`src/rtl/tlw_pkg.sv`:
```
/*
  Package for the translation entry low word block: register offsets, field
  positions inside the low word, zone codes, access kinds and reset values.
  Assumes bit 0 of every field below is the least significant bit.
*/
package tlw_pkg;

  // Avalon-MM byte offsets, one aligned word each
  localparam logic [4:0] OFS_LOW_WORD  = 5'h00;
  localparam logic [4:0] OFS_INDEX     = 5'h04;
  localparam logic [4:0] OFS_ZONE      = 5'h08;
  localparam logic [4:0] OFS_IRQ_STAT  = 5'h0C;
  localparam logic [4:0] OFS_IRQ_CLR   = 5'h10;
  localparam logic [4:0] OFS_IRQ_EN    = 5'h14;

  // Low word field positions (LSB numbering)
  localparam int PAGE_MSB      = 31;
  localparam int PAGE_LSB      = 10;
  localparam int EXEC_BIT      = 9;
  localparam int WRITE_BIT     = 8;
  localparam int ZONE_MSB      = 7;
  localparam int ZONE_LSB      = 4;
  localparam int WTHRU_BIT     = 3;
  localparam int INHIBIT_BIT   = 2;
  localparam int COHERENT_BIT  = 1;
  localparam int GUARD_BIT     = 0;

  // Page size field: offset bits = base + step * size
  localparam int SIZE_BASE_SHIFT = 10;
  localparam int SIZE_STEP_SHIFT = 2;
  localparam int ZONE_FIELD_W    = 2;
  localparam int ZONE_COUNT      = 16;

  // Translation mode value that enables full virtual translation
  localparam int MODE_VIRTUAL = 3;

  // Zone override codes
  localparam logic [1:0] ZONE_CODE_00 = 2'h0;
  localparam logic [1:0] ZONE_CODE_01 = 2'h1;
  localparam logic [1:0] ZONE_CODE_10 = 2'h2;
  localparam logic [1:0] ZONE_CODE_11 = 2'h3;

  // Access kinds presented by the pipeline
  localparam logic [1:0] KIND_FETCH = 2'h0;
  localparam logic [1:0] KIND_LOAD  = 2'h1;
  localparam logic [1:0] KIND_STORE = 2'h2;

  // Interrupt status bit positions
  localparam int IRQ_ISI  = 0;
  localparam int IRQ_DSI  = 1;
  localparam int IRQ_DENY = 2;
  localparam int IRQ_W    = 3;

  // Configuration-load contents of an entry
  localparam logic [31:0] ENTRY_INIT    = 32'h0000_0000;
  localparam logic [31:0] WTHRU_MASK    = 32'h0000_0008;
  localparam logic [31:0] COHERENT_MASK = 32'h0000_0002;
  localparam logic [31:0] ZERO_WORD     = 32'h0000_0000;

endpackage

```
`src/rtl/tlw_zone_check.sv`:
```
/*
  Zone override of an entry's permissions. Purely combinational; the caller
  registers the results. Assumes the zone code is already picked out of the
  zone override register by the entry's zone select field.
*/
`timescale 1ns/1ps
module tlw_zone_check
  import tlw_pkg::*;
(
  input  wire logic       i_user,
  input  wire logic [1:0] i_zone_code,
  input  wire logic       i_entry_valid,
  input  wire logic       i_entry_exec,
  input  wire logic       i_entry_write,
  output logic            o_allow,
  output logic            o_exec_ok,
  output logic            o_write_ok
);

  // User mode: 00 denies all, 11 grants; privileged: 10 and 11 grant
  always_comb
  begin
    o_allow    = i_entry_valid;
    o_exec_ok  = i_entry_exec;
    o_write_ok = i_entry_write;
    if (i_user && (i_zone_code == ZONE_CODE_00))
    begin
      o_allow    = 1'b0;
      o_exec_ok  = 1'b0;
      o_write_ok = 1'b0;
    end
    else if ((i_zone_code == ZONE_CODE_11) ||
             (!i_user && (i_zone_code == ZONE_CODE_10)))
    begin
      o_exec_ok  = 1'b1;
      o_write_ok = 1'b1;
    end
  end

endmodule

```
`src/rtl/tlw_top.sv`:
```
/*
  Low word of the unified translation buffer entries with the attribute and
  permission check that follows a hit. Software reaches the entries through
  an Avalon-MM slave; the pipeline presents one lookup per cycle at most and
  gets the physical address, faults and storage attributes one cycle later.
  Assumes the tag compare (high word) is done outside and hands in the hit
  entry number, its page size and its valid bit.
*/
// Chosen here: the Avalon-MM slave port and the register addresses.
`timescale 1ns/1ps
module tlw_top
  import tlw_pkg::*;
#(
  parameter int translation_mode_param  = MODE_VIRTUAL,
  parameter bit writeback_cache_param   = 1'b0,
  parameter int ENTRIES                 = 64,
  parameter int IDX_W                   = 6
)
(
  input  wire logic             i_mclk,
  input  wire logic             i_rst_n,
  // Avalon-MM slave
  input  wire logic [4:0]       i_avs_address,
  input  wire logic             i_avs_read,
  input  wire logic             i_avs_write,
  input  wire logic [31:0]      i_avs_writedata,
  input  wire logic [3:0]       i_avs_byteenable,
  output logic [31:0]           o_avs_readdata,
  output logic                  o_avs_waitrequest,
  // Lookup from the pipeline
  input  wire logic             i_lk_valid,
  input  wire logic [1:0]       i_lk_kind,
  input  wire logic             i_lk_spec,
  input  wire logic             i_lk_user,
  input  wire logic [31:0]      i_lk_vaddr,
  input  wire logic [IDX_W-1:0] i_lk_entry,
  input  wire logic [2:0]       i_lk_size,
  input  wire logic             i_lk_entry_valid,
  // Lookup result
  output logic                  o_lk_done,
  output logic [31:0]           o_lk_paddr,
  output logic                  o_lk_isi,
  output logic                  o_lk_dsi,
  output logic                  o_lk_cache_inhibit,
  output logic                  o_lk_write_thru,
  output logic                  o_lk_guarded,
  output logic                  o_lk_spec_block,
  output logic                  o_irq
);

  localparam bit VIRT_MODE = (translation_mode_param == MODE_VIRTUAL);

  // Entry array; no reset port touches it, the configuration load and low word bus writes set it
  localparam logic [31:0] ENTRY_LOAD = writeback_cache_param ? (ENTRY_INIT & ~COHERENT_MASK) :
                                       ((ENTRY_INIT & ~COHERENT_MASK) | WTHRU_MASK);
  logic [31:0]      entry_mem [ENTRIES] = '{default: ENTRY_LOAD};
  logic [IDX_W-1:0] index_reg;
  logic [31:0]      zone_reg;
  logic [IRQ_W-1:0] irq_stat_reg;
  logic [IRQ_W-1:0] irq_en_reg;
  logic [31:0]      wdata_merged;
  logic [31:0]      wdata_fixed;
  logic [31:0]      sel_entry;
  logic [31:0]      rdata_next;
  logic             bus_req;
  logic             bus_take;
  logic             bus_wr;
  logic [IRQ_W-1:0] irq_set;
  logic [IRQ_W-1:0] irq_clr;

  // Merge the written byte lanes into an old word
  function automatic logic [31:0] merge_lanes(input logic [31:0] old_w,
                                              input logic [31:0] new_w,
                                              input logic [3:0]  be);
    logic [31:0] res;
    res = old_w;
    for (int b = 0; b < 4; b++)
    begin
      if (be[b])
      begin
        res[8*b +: 8] = new_w[8*b +: 8];
      end
    end
    return res;
  endfunction

  // Fixed bits of a stored word: coherence zero, write-through forced when no write-back
  function automatic logic [31:0] fix_word(input logic [31:0] w);
    logic [31:0] res;
    res = w & ~COHERENT_MASK;
    if (!writeback_cache_param)
    begin
      res = res | WTHRU_MASK;
    end
    return res;
  endfunction

  // One wait cycle, then a single-cycle answer; writes land on the answer edge,
  // the only edge at which the master knows the transfer completed
  assign bus_req      = i_avs_read || i_avs_write;
  assign bus_take     = bus_req && o_avs_waitrequest;
  assign bus_wr       = i_avs_write && !o_avs_waitrequest;
  assign sel_entry    = entry_mem[index_reg];
  assign wdata_merged = merge_lanes(sel_entry, i_avs_writedata, i_avs_byteenable);
  assign wdata_fixed  = fix_word(wdata_merged);

  // Low word writes go to the indexed entry
  always_ff @(posedge i_mclk)
  begin
    if (bus_wr && (i_avs_address == OFS_LOW_WORD))
    begin
      entry_mem[index_reg] <= wdata_fixed;
    end
  end

  // Index and zone override registers
  always_ff @(posedge i_mclk)
  begin
    if (!i_rst_n)
    begin
      index_reg <= '0;
      zone_reg  <= ZERO_WORD;
    end
    else if (bus_wr)
    begin
      if (i_avs_address == OFS_INDEX)
      begin
        index_reg <= IDX_W'(merge_lanes(32'(index_reg), i_avs_writedata, i_avs_byteenable));
      end
      if (i_avs_address == OFS_ZONE)
      begin
        zone_reg <= merge_lanes(zone_reg, i_avs_writedata, i_avs_byteenable);
      end
    end
  end

  // Read mux; unmapped offsets and the clear register read as zero
  always_comb
  begin
    rdata_next = ZERO_WORD;
    case (i_avs_address)
      OFS_LOW_WORD: rdata_next = sel_entry;
      OFS_INDEX:    rdata_next = 32'(index_reg);
      OFS_ZONE:     rdata_next = zone_reg;
      OFS_IRQ_STAT: rdata_next = 32'(irq_stat_reg);
      OFS_IRQ_EN:   rdata_next = 32'(irq_en_reg);
      default:      rdata_next = ZERO_WORD;
    endcase
  end

  // Bus answer: waitrequest drops for exactly one cycle per request
  always_ff @(posedge i_mclk)
  begin
    if (!i_rst_n)
    begin
      o_avs_waitrequest <= 1'b1;
      o_avs_readdata    <= ZERO_WORD;
    end
    else
    begin
      o_avs_waitrequest <= !bus_take;
      if (bus_take && i_avs_read)
      begin
        o_avs_readdata <= rdata_next;
      end
    end
  end

  // Lookup path
  logic [31:0] hit_word;
  logic [1:0]  zone_code;
  logic        zc_allow;
  logic        zc_exec;
  logic        zc_write;
  logic [4:0]  off_bits;
  logic [31:0] off_mask;
  logic [31:0] paddr_next;
  logic        isi_next;
  logic        dsi_next;
  logic        deny_next;

  assign hit_word  = entry_mem[i_lk_entry];
  // Zone n sits in the two bits counted from the top of the register
  assign zone_code = zone_reg[(ZONE_COUNT - 1 - 32'(hit_word[ZONE_MSB:ZONE_LSB])) * ZONE_FIELD_W
                              +: ZONE_FIELD_W];

  tlw_zone_check u_zone
  (
    .i_user        (i_lk_user),
    .i_zone_code   (zone_code),
    .i_entry_valid (i_lk_entry_valid),
    .i_entry_exec  (hit_word[EXEC_BIT]),
    .i_entry_write (hit_word[WRITE_BIT]),
    .o_allow       (zc_allow),
    .o_exec_ok     (zc_exec),
    .o_write_ok    (zc_write)
  );

  // Unused low page number bits are dropped even if software left them set
  always_comb
  begin
    off_bits = 5'(SIZE_BASE_SHIFT + SIZE_STEP_SHIFT * 32'(i_lk_size));
    off_mask = ~(32'hFFFF_FFFF << off_bits);
    paddr_next = i_lk_vaddr;
    if (VIRT_MODE)
    begin
      paddr_next = ({hit_word[PAGE_MSB:PAGE_LSB], 10'h000} & ~off_mask) |
                   (i_lk_vaddr & off_mask);
    end
  end

  // Faults: zone denial shows as the fault of the access kind
  assign deny_next = !zc_allow;
  assign isi_next  = (i_lk_kind == KIND_FETCH) && (deny_next || !zc_exec);
  assign dsi_next  = (i_lk_kind != KIND_FETCH) &&
                     (deny_next || ((i_lk_kind == KIND_STORE) && !zc_write));

  // Registered lookup answer, one cycle after the request
  always_ff @(posedge i_mclk)
  begin
    if (!i_rst_n)
    begin
      o_lk_done          <= 1'b0;
      o_lk_paddr         <= ZERO_WORD;
      o_lk_isi           <= 1'b0;
      o_lk_dsi           <= 1'b0;
      o_lk_cache_inhibit <= 1'b0;
      o_lk_write_thru    <= 1'b0;
      o_lk_guarded       <= 1'b0;
      o_lk_spec_block    <= 1'b0;
    end
    else
    begin
      o_lk_done          <= i_lk_valid;
      o_lk_paddr         <= paddr_next;
      o_lk_isi           <= i_lk_valid && isi_next;
      o_lk_dsi           <= i_lk_valid && dsi_next;
      o_lk_cache_inhibit <= hit_word[INHIBIT_BIT];
      o_lk_write_thru    <= hit_word[WTHRU_BIT] || !writeback_cache_param;
      o_lk_guarded       <= hit_word[GUARD_BIT];
      o_lk_spec_block    <= i_lk_valid && i_lk_spec && hit_word[GUARD_BIT];
    end
  end

  // Sticky status: a set in the clearing cycle survives
  assign irq_set = {i_lk_valid && deny_next, i_lk_valid && dsi_next, i_lk_valid && isi_next};
  assign irq_clr = (bus_wr && (i_avs_address == OFS_IRQ_CLR)) ?
                   i_avs_writedata[IRQ_W-1:0] : '0;

  always_ff @(posedge i_mclk)
  begin
    if (!i_rst_n)
    begin
      irq_stat_reg <= '0;
    end
    else
    begin
      irq_stat_reg <= (irq_stat_reg & ~irq_clr) | irq_set;
    end
  end

  // Enable register and level interrupt
  always_ff @(posedge i_mclk)
  begin
    if (!i_rst_n)
    begin
      irq_en_reg <= '0;
      o_irq      <= 1'b0;
    end
    else
    begin
      if (bus_wr && (i_avs_address == OFS_IRQ_EN))
      begin
        irq_en_reg <= i_avs_writedata[IRQ_W-1:0];
      end
      o_irq <= |(((irq_stat_reg & ~irq_clr) | irq_set) & irq_en_reg);
    end
  end
endmodule

```
`config.mk`:
```
export PLATFORM = sky130hd
export DESIGN_NAME = tlw_top
export DESIGN_NICKNAME = d
export VERILOG_FILES = /design/src/rtl/tlw_pkg.sv /design/src/rtl/tlw_zone_check.sv /design/src/rtl/tlw_top.sv
export SDC_FILE = /design/constraint.sdc
export NUM_CORES = 2
export LEC_CHECK = 0
export BUFFER_PORTS_ARGS = -buffer_cell sky130_fd_sc_hd__clkbuf_2
export CAP_MARGIN = 20
export CELL_PAD_IN_SITES_DETAIL_PLACEMENT = 2
export CELL_PAD_IN_SITES_GLOBAL_PLACEMENT = 2
export CORE_MARGIN = 2
export CORE_UTILIZATION = 46
export CTS_CLUSTER_SIZE = 12
export DETAILED_ROUTE_END_ITERATION = 12
export GPL_ROUTABILITY_DRIVEN = 0
export PLACE_DENSITY_LB_ADDON = 0.12
export RECOVER_POWER = 25
export SLEW_MARGIN = 20
export SYNTH_ARGS = -nofsm -noshare
export SYNTH_HDL_FRONTEND = slang
export SYNTH_SLANG_ARGS = --single-unit
export TNS_END_PERCENT = 100
```
`constraint.sdc`:
```
create_clock -name i_mclk -period 4.3 [get_ports i_mclk]
set_clock_uncertainty 0.2 [all_clocks]
set_input_delay 0.43 -clock i_mclk [delete_from_list [all_inputs] [get_ports i_mclk]]
set_output_delay 0.43 -clock i_mclk [all_outputs]
set_load 0.1 [all_outputs]
```
Yosys cells after proc, flatten, opt, wreduce, memory -nomap -nowiden
Memory sizes are Yosys's and may differ from the RTL's. A register that Yosys moved wholly into a read port is not among the register bits.
Cells that the tools add are included.

storage, ports and cells
  bits in registers = 117
  memory bits (writable) = 1920
  output and inout bits = 73
  memories = 1

operators by class
  add/sub/neg operators = 2
  equal/unequal tests = 8
  shifts and indexed selects = 2
  muxes and demuxes = 16
  bitwise operators = 9
  reduce and logical (&&, ||, !) cells = 36

memory list
  name       depth  width  read ports  clocked after Yosys merged registers in  write ports  line           RTL
  entry_mem  64     30     2           1                                        1            tlw_top.sv:56  logic [31:0] entry_mem [ENTRIES] = '{default: ENTRY_LOAD};

operators by type and width
  cell                                                                    count
  32-bit case mux with 5 select lines                                     1
  32-bit bitwise AND                                                      2
  32-bit inverter                                                         2
  32-bit by 33-bit variable part select with 2-bit output                 1
  8-bit two-way mux                                                       4
  32-bit bitwise OR                                                       1
  32-bit by 5-bit left shift with 32-bit output (first input constant)    1
  1-bit logical AND                                                       16
  3-bit AND reduction                                                     5
  6-bit two-way mux                                                       2
  5-bit by 4-bit equality test with 1-bit output (second input constant)  2
  5-bit equality test (second input constant)                             2
  1-bit two-way mux                                                       8
  3-bit bitwise AND                                                       2
  2-bit equality test (second input constant)                             3
  1-bit logical NOT                                                       6
  4-bit by 4-bit adder with 5-bit output (first input constant)           1
  5-bit by 3-bit equality test with 1-bit output (second input constant)  1
  5-bit logical NOT                                                       1
  4-bit by 4-bit subtractor with 5-bit output (first input constant)      1
  2-bit logical NOT                                                       2
  1-bit logical OR                                                        4
  3-bit two-way mux                                                       1
  3-bit inverter                                                          1
  3 further kinds                                                         3

Depth between registers and ports, before layout
An unclocked memory read counts as a cell.

  word-level depth = 16
  gate-level depth with buffers = 17
  mapped depth without buffers = 12

Cells and area by module
From an unflattened synthesis, not the netlist that was laid out.

unflattened totals
  cell total of the unflattened synthesis = 4216
  area total of the unflattened synthesis = 93214.4 µm²

by module, submodules not included
  module          instances  cells each  area each (µm²)  seq. area each (µm²)
  tlw_top         1          4212        93170.6          60117.7
  tlw_zone_check  1          4           43.8             0.0

Least setup slack after synthesis
Ideal clock, no wire load.

  path type = flip-flop to flip-flop
  from = register (tool-made name)
  to = memory entry_mem[0][10] (netlist name), data pin
  arrival time = 3.478 ns
  required time = 3.749 ns
  slack = 0.271 ns
  cell stages (with the launch flop) = 9
  path through = dfxtp_1 clkbuf_1 clkbuf_1 clkbuf_1 buf_1 mux4_2 mux4_2 mux4_2 mux2_2

RTL lines
  element    line
  to (decl)  tlw_top.sv:56

Worst setup path after layout
  from = input i_avs_address[3]
  to = memory entry_mem[2][1] (netlist name) (enable)

on the way
  longest elaborated chain between the ends = 4

RTL lines
  element                                  line            RTL
  from (decl)                              tlw_top.sv:23   input wire logic [4:0] i_avs_address,
  5-bit logical NOT                        tlw_top.sv:110  if (bus_wr && (i_avs_address == OFS_LOW_WORD))
  1-bit logical AND                        tlw_top.sv:110
  1-bit two-way mux                        tlw_top.sv:110
  1-bit two-way mux (implied by the code)  tlw_top.sv:112  entry_mem[index_reg] <= wdata_fixed;

Every way passes these cells.

==> impl_metrics.json <==
{
  "outcome": "complete, but fails checks",
  "violations": "capacitance limit, slew limit",
  "fin_crit_ns": 4.25,
  "placedCellCount": 7104,
  "cp_top_family": "simple AND/OR/NAND/NOR gates",
  "first_global_vias": 56400,
  "p_leak_uw": 0.0327,
  "synth_edf_count": 1920,
  "worstMarginPinSlew_ns": 2.52,
  "cts_tree": "done",
  "largest_register_ffs": 1920,
  "setup_viol": 0,
  "p_int_uw": 32800,
  "cts_resized": 0,
  "timing.fmax_mhz": 235,
  "grt_overflow": 0,
  "timing.hold.ws_ns": 0.0523,
  "vias": 54300,
  "fp.dieArea_um2": 206000,
  "reg2reg_depth": 14,
  "synthCells": 4272,
  "yosysSeqAreaShare": 0.645,
  "fp.coreArea_um2": 202000,
  "top_register": "entry_mem",
  "cts_sinks": 2043,
  "drt_wl_total_um": 355000,
  "synth_nets": 4368,
  "critPathMaxFanout": 12,
  "critPathLaunchType": "primary input",
  "syn_area_per_cell_um2": 21.8,
  "synth_area_leader_cell": "edfxtp_1",
  "power.share.clock": 0.430,
  "clk_pin_slew_worst_paths_ns": 0.06,
  "vdd_drop_max_mv": 0.446,
  "io-pin-count": 165,
  "grt_max_degree": 103,
  "slew_violations": 499,
  "wl_met1_um": 131000,
  "reg2reg_from": "entry_mem[36][4]$_DFFE_PP_",
  "ant_nets": 0,
  "final_hold_viol_count": 0,
  "drc": 0,
  "cts_root_buffer": "clkbuf_16",
  "critPathBufInv": 3,
  "port_buffers": 162,
  "fin_util": 0.535,
  "timing.rr.end": "o_irq$_SDFF_PN0_",
  "yosysWarnings": 0,
  "grt_antenna_before_repair": 15,
  "holdPathEnd": "irq_en_reg[2]$_SDFFE_PN0P_",
  "track_usage": 0.347,
  "clk_latency_ns": 0.87,
  "drive_gt1_frac": 0.401,
  "path_cells": "dlygate4sd3_1, clkbuf_1, nor4_1, nand2_1, nor2_1, nand2_1, nor2_1, dlymetal6s4s_1",
  "crit_required_ns": 4.56,
  "fin_cells": 7629,
  "post-route-period-util": 0.988,
  "htree_levels": 4,
  "syn_area_um2": 93300,
  "powerDensity_nw_per_um2": 395,
  "drt-initial-drc-count": 8405,
  "dr_wl_met3_um": 36400,
  "p_seq_frac": 0.511,
  "synthFlopType": "edfxtp_1",
  "drtPass1Iterations": 5,
  "crit_slowest_cell": "dlymetal6s4s_1",
  "rsz0062_at_grt": "false",
  "die_h_um": 454,
  "row_count": 165,
  "p_comb_frac": 0.059,
  "clockBufferDepth": 3,
  "dpl.hpwl_um": 212000,
  "synth_most_common_cell": "edfxtp_1",
  "min_from": "i_avs_address[4]",
  "crit_path_end_kind": "flip-flop",
  "synth_top_cells_by_area": "edfxtp_1 (62%), mux4_2 (30%), dfxtp_1 (2.6%), clkbuf_1 (0.83%), mux2i_1 (0.68%)",
  "critPathKind": "primary input to flip-flop",
  "routedWlPerCell_um": 46.5,
  "die_width_um": 454,
  "cts_buffers": 219,
  "critical-path-max-stage-delay_ns": 1.14,
  "syn2layout_area_growth_pct": 15.9,
  "r2r_setup_slack_ns": 0.16,
  "synth_top_area_frac": 0.618,
  "ys_async_sr_fraction": 0,
  "nNetsFinal": 4863,
  "holdCritPathClass": "primary input to flip-flop",
  "p_switching_uw": 9870,
  "arrival_ns": 4.51,
  "synth-seq-cells": 2043,
  "highest_layer": "met5",
  "swShare": 0.231,
  "whs_path_depth": 5,
  "met2_length_um": 171000,
  "grt_pass1_wl_um": 484000,
  "fill_cells": 16700,
  "max_cap_viol_count": 25,
  "synth_common_cells": "edfxtp_1 (1,920), mux4_2 (1,223), clkbuf_1 (206)",
  "viasPerCell": 7.12,
  "synthDistinctLibCells": 69,
  "start_util": 0.462,
  "max-slew-margin-rel": -0.678
}
worst max-delay path by stage:
| stage | from | to | cells after the start |
|---|---|---|---|
| 2_1_floorplan | flip-flop | entry_mem[0][10]$_DFFE_PP_ | 8 |
| 4_1_cts | entry_mem[32][4]$_DFFE_PP_ | o_irq$_SDFF_PN0_ | 13 |
| 3_5_place_dp | i_lk_entry[0] | o_irq$_SDFF_PN0_ | 15 |
| 3_3_place_gp | i_lk_entry[0] | o_irq$_SDFF_PN0_ | 15 |
| 5_1_grt | i_rst_n | o_lk_paddr[23]$_SDFF_PN0_ | 5 |
| 6_report | i_avs_address[3] | entry_mem[2][1]$_DFFE_PP_ | 8 |
worst register-to-register path, cell delays in order (launching register included):
cell	delay [ns]
edfxtp_1	0.42
mux4_2	0.49
a22oi_1	0.18
a31oi_1	0.13
nor4_1	0.71
buf_4	0.23
nor2_1	0.06
or2_0	0.27
a21o_1	0.18
a21oi_1	0.19
buf_4	0.14
or4_1	0.24
o21ai_1	0.12
and2_1	0.17
a221o_1	0.26
per-stage QoR:
stage / total power [uW] / instance area [um2] / TNS (ns) / setup slack [ns]
6_report: 42600 / 108000 / 0 / 0.0513
5_1_grt: 43600 / 108000 / 0 / 0.00694
4_1_cts: 42800 / 109000 / 0 / 0.205
3_5_place_dp: 24600 / 101000 / -0.673 / -0.324
3_3_place_gp: 24600 / 101000 / -0.421 / -0.267
2_1_floorplan: 23700 / 93300 / 0 / 0.271
cell families (layout without fill, tap and decap cells):
family	count (synthesis)	in the layout	synth area share
AND/OR/NAND/NOR	367	367	0.0175
adder cells (fa/ha/maj)	4	4	0.000537
flip-flops	2043	2043	0.645
buffers and inverters	339	1020	0.0160
multiplexers	1329	1329	0.308
AO/OA/AOI/OAI	190	190	0.0133
other	0	4	0
power groups by stage:
stage | combinational [uW] | clock [uW] | sequential (uW)
floorplan | 1280 | 0 | 22400
global placement | 2370 | 0 | 22200
detailed placement | 2420 | 0 | 22200
CTS | 2500 | 18500 | 21800
global route | 2610 | 19200 | 21800
finish | 2520 | 18300 | 21800
cell type report:
cell class	instances	area (um2)	area share
Timing Repair Buffer	605	5830	0.0539
Multi-Input combinational cell	1890	31900	0.296
Sequential cell	2043	60100	0.557
Antenna cell	4	10.0	0.0000926
Clock inverter	103	843	0.00780
Inverter	8	40.0	0.000370
Tap cell	2672	3340	0.0309
Clock buffer	304	5920	0.0548
cells in the final DEF (no fill, tap or decap), types with 14 or more instances in the layout:
cell	count
dlygate4sd3_1	114
nand2_1	84
mux2i_1	63
mux2_2	36
clkinv_2	33
edfxtp_1	1920
clkinv_1	45
a22oi_1	41
dfxtp_1	117
a21oi_1	85
nand3_1	45
nor2b_1	14
clkbuf_1	186
nor2_4	35
nor2_1	128
clkbuf_16	220
buf_12	133
buf_4	124
mux4_2	1223
clkbuf_2	109
routing by layer:
layer | GRT usage | vias up
met2 | 0.555 | 3606
met4 | 0.136 | 4
met1 | 0.474 | 30100
met5 | 0 | -
met3 | 0.0684 | 709
li1 | - | 19900
timing repair:
item | in CTS | in global routing
hold endpoints to repair | 102 | 0
hold buffers | 114 | 0
buffers inserted | 0 | 0
No activity file was read; power rests on OpenSTA's default activity.
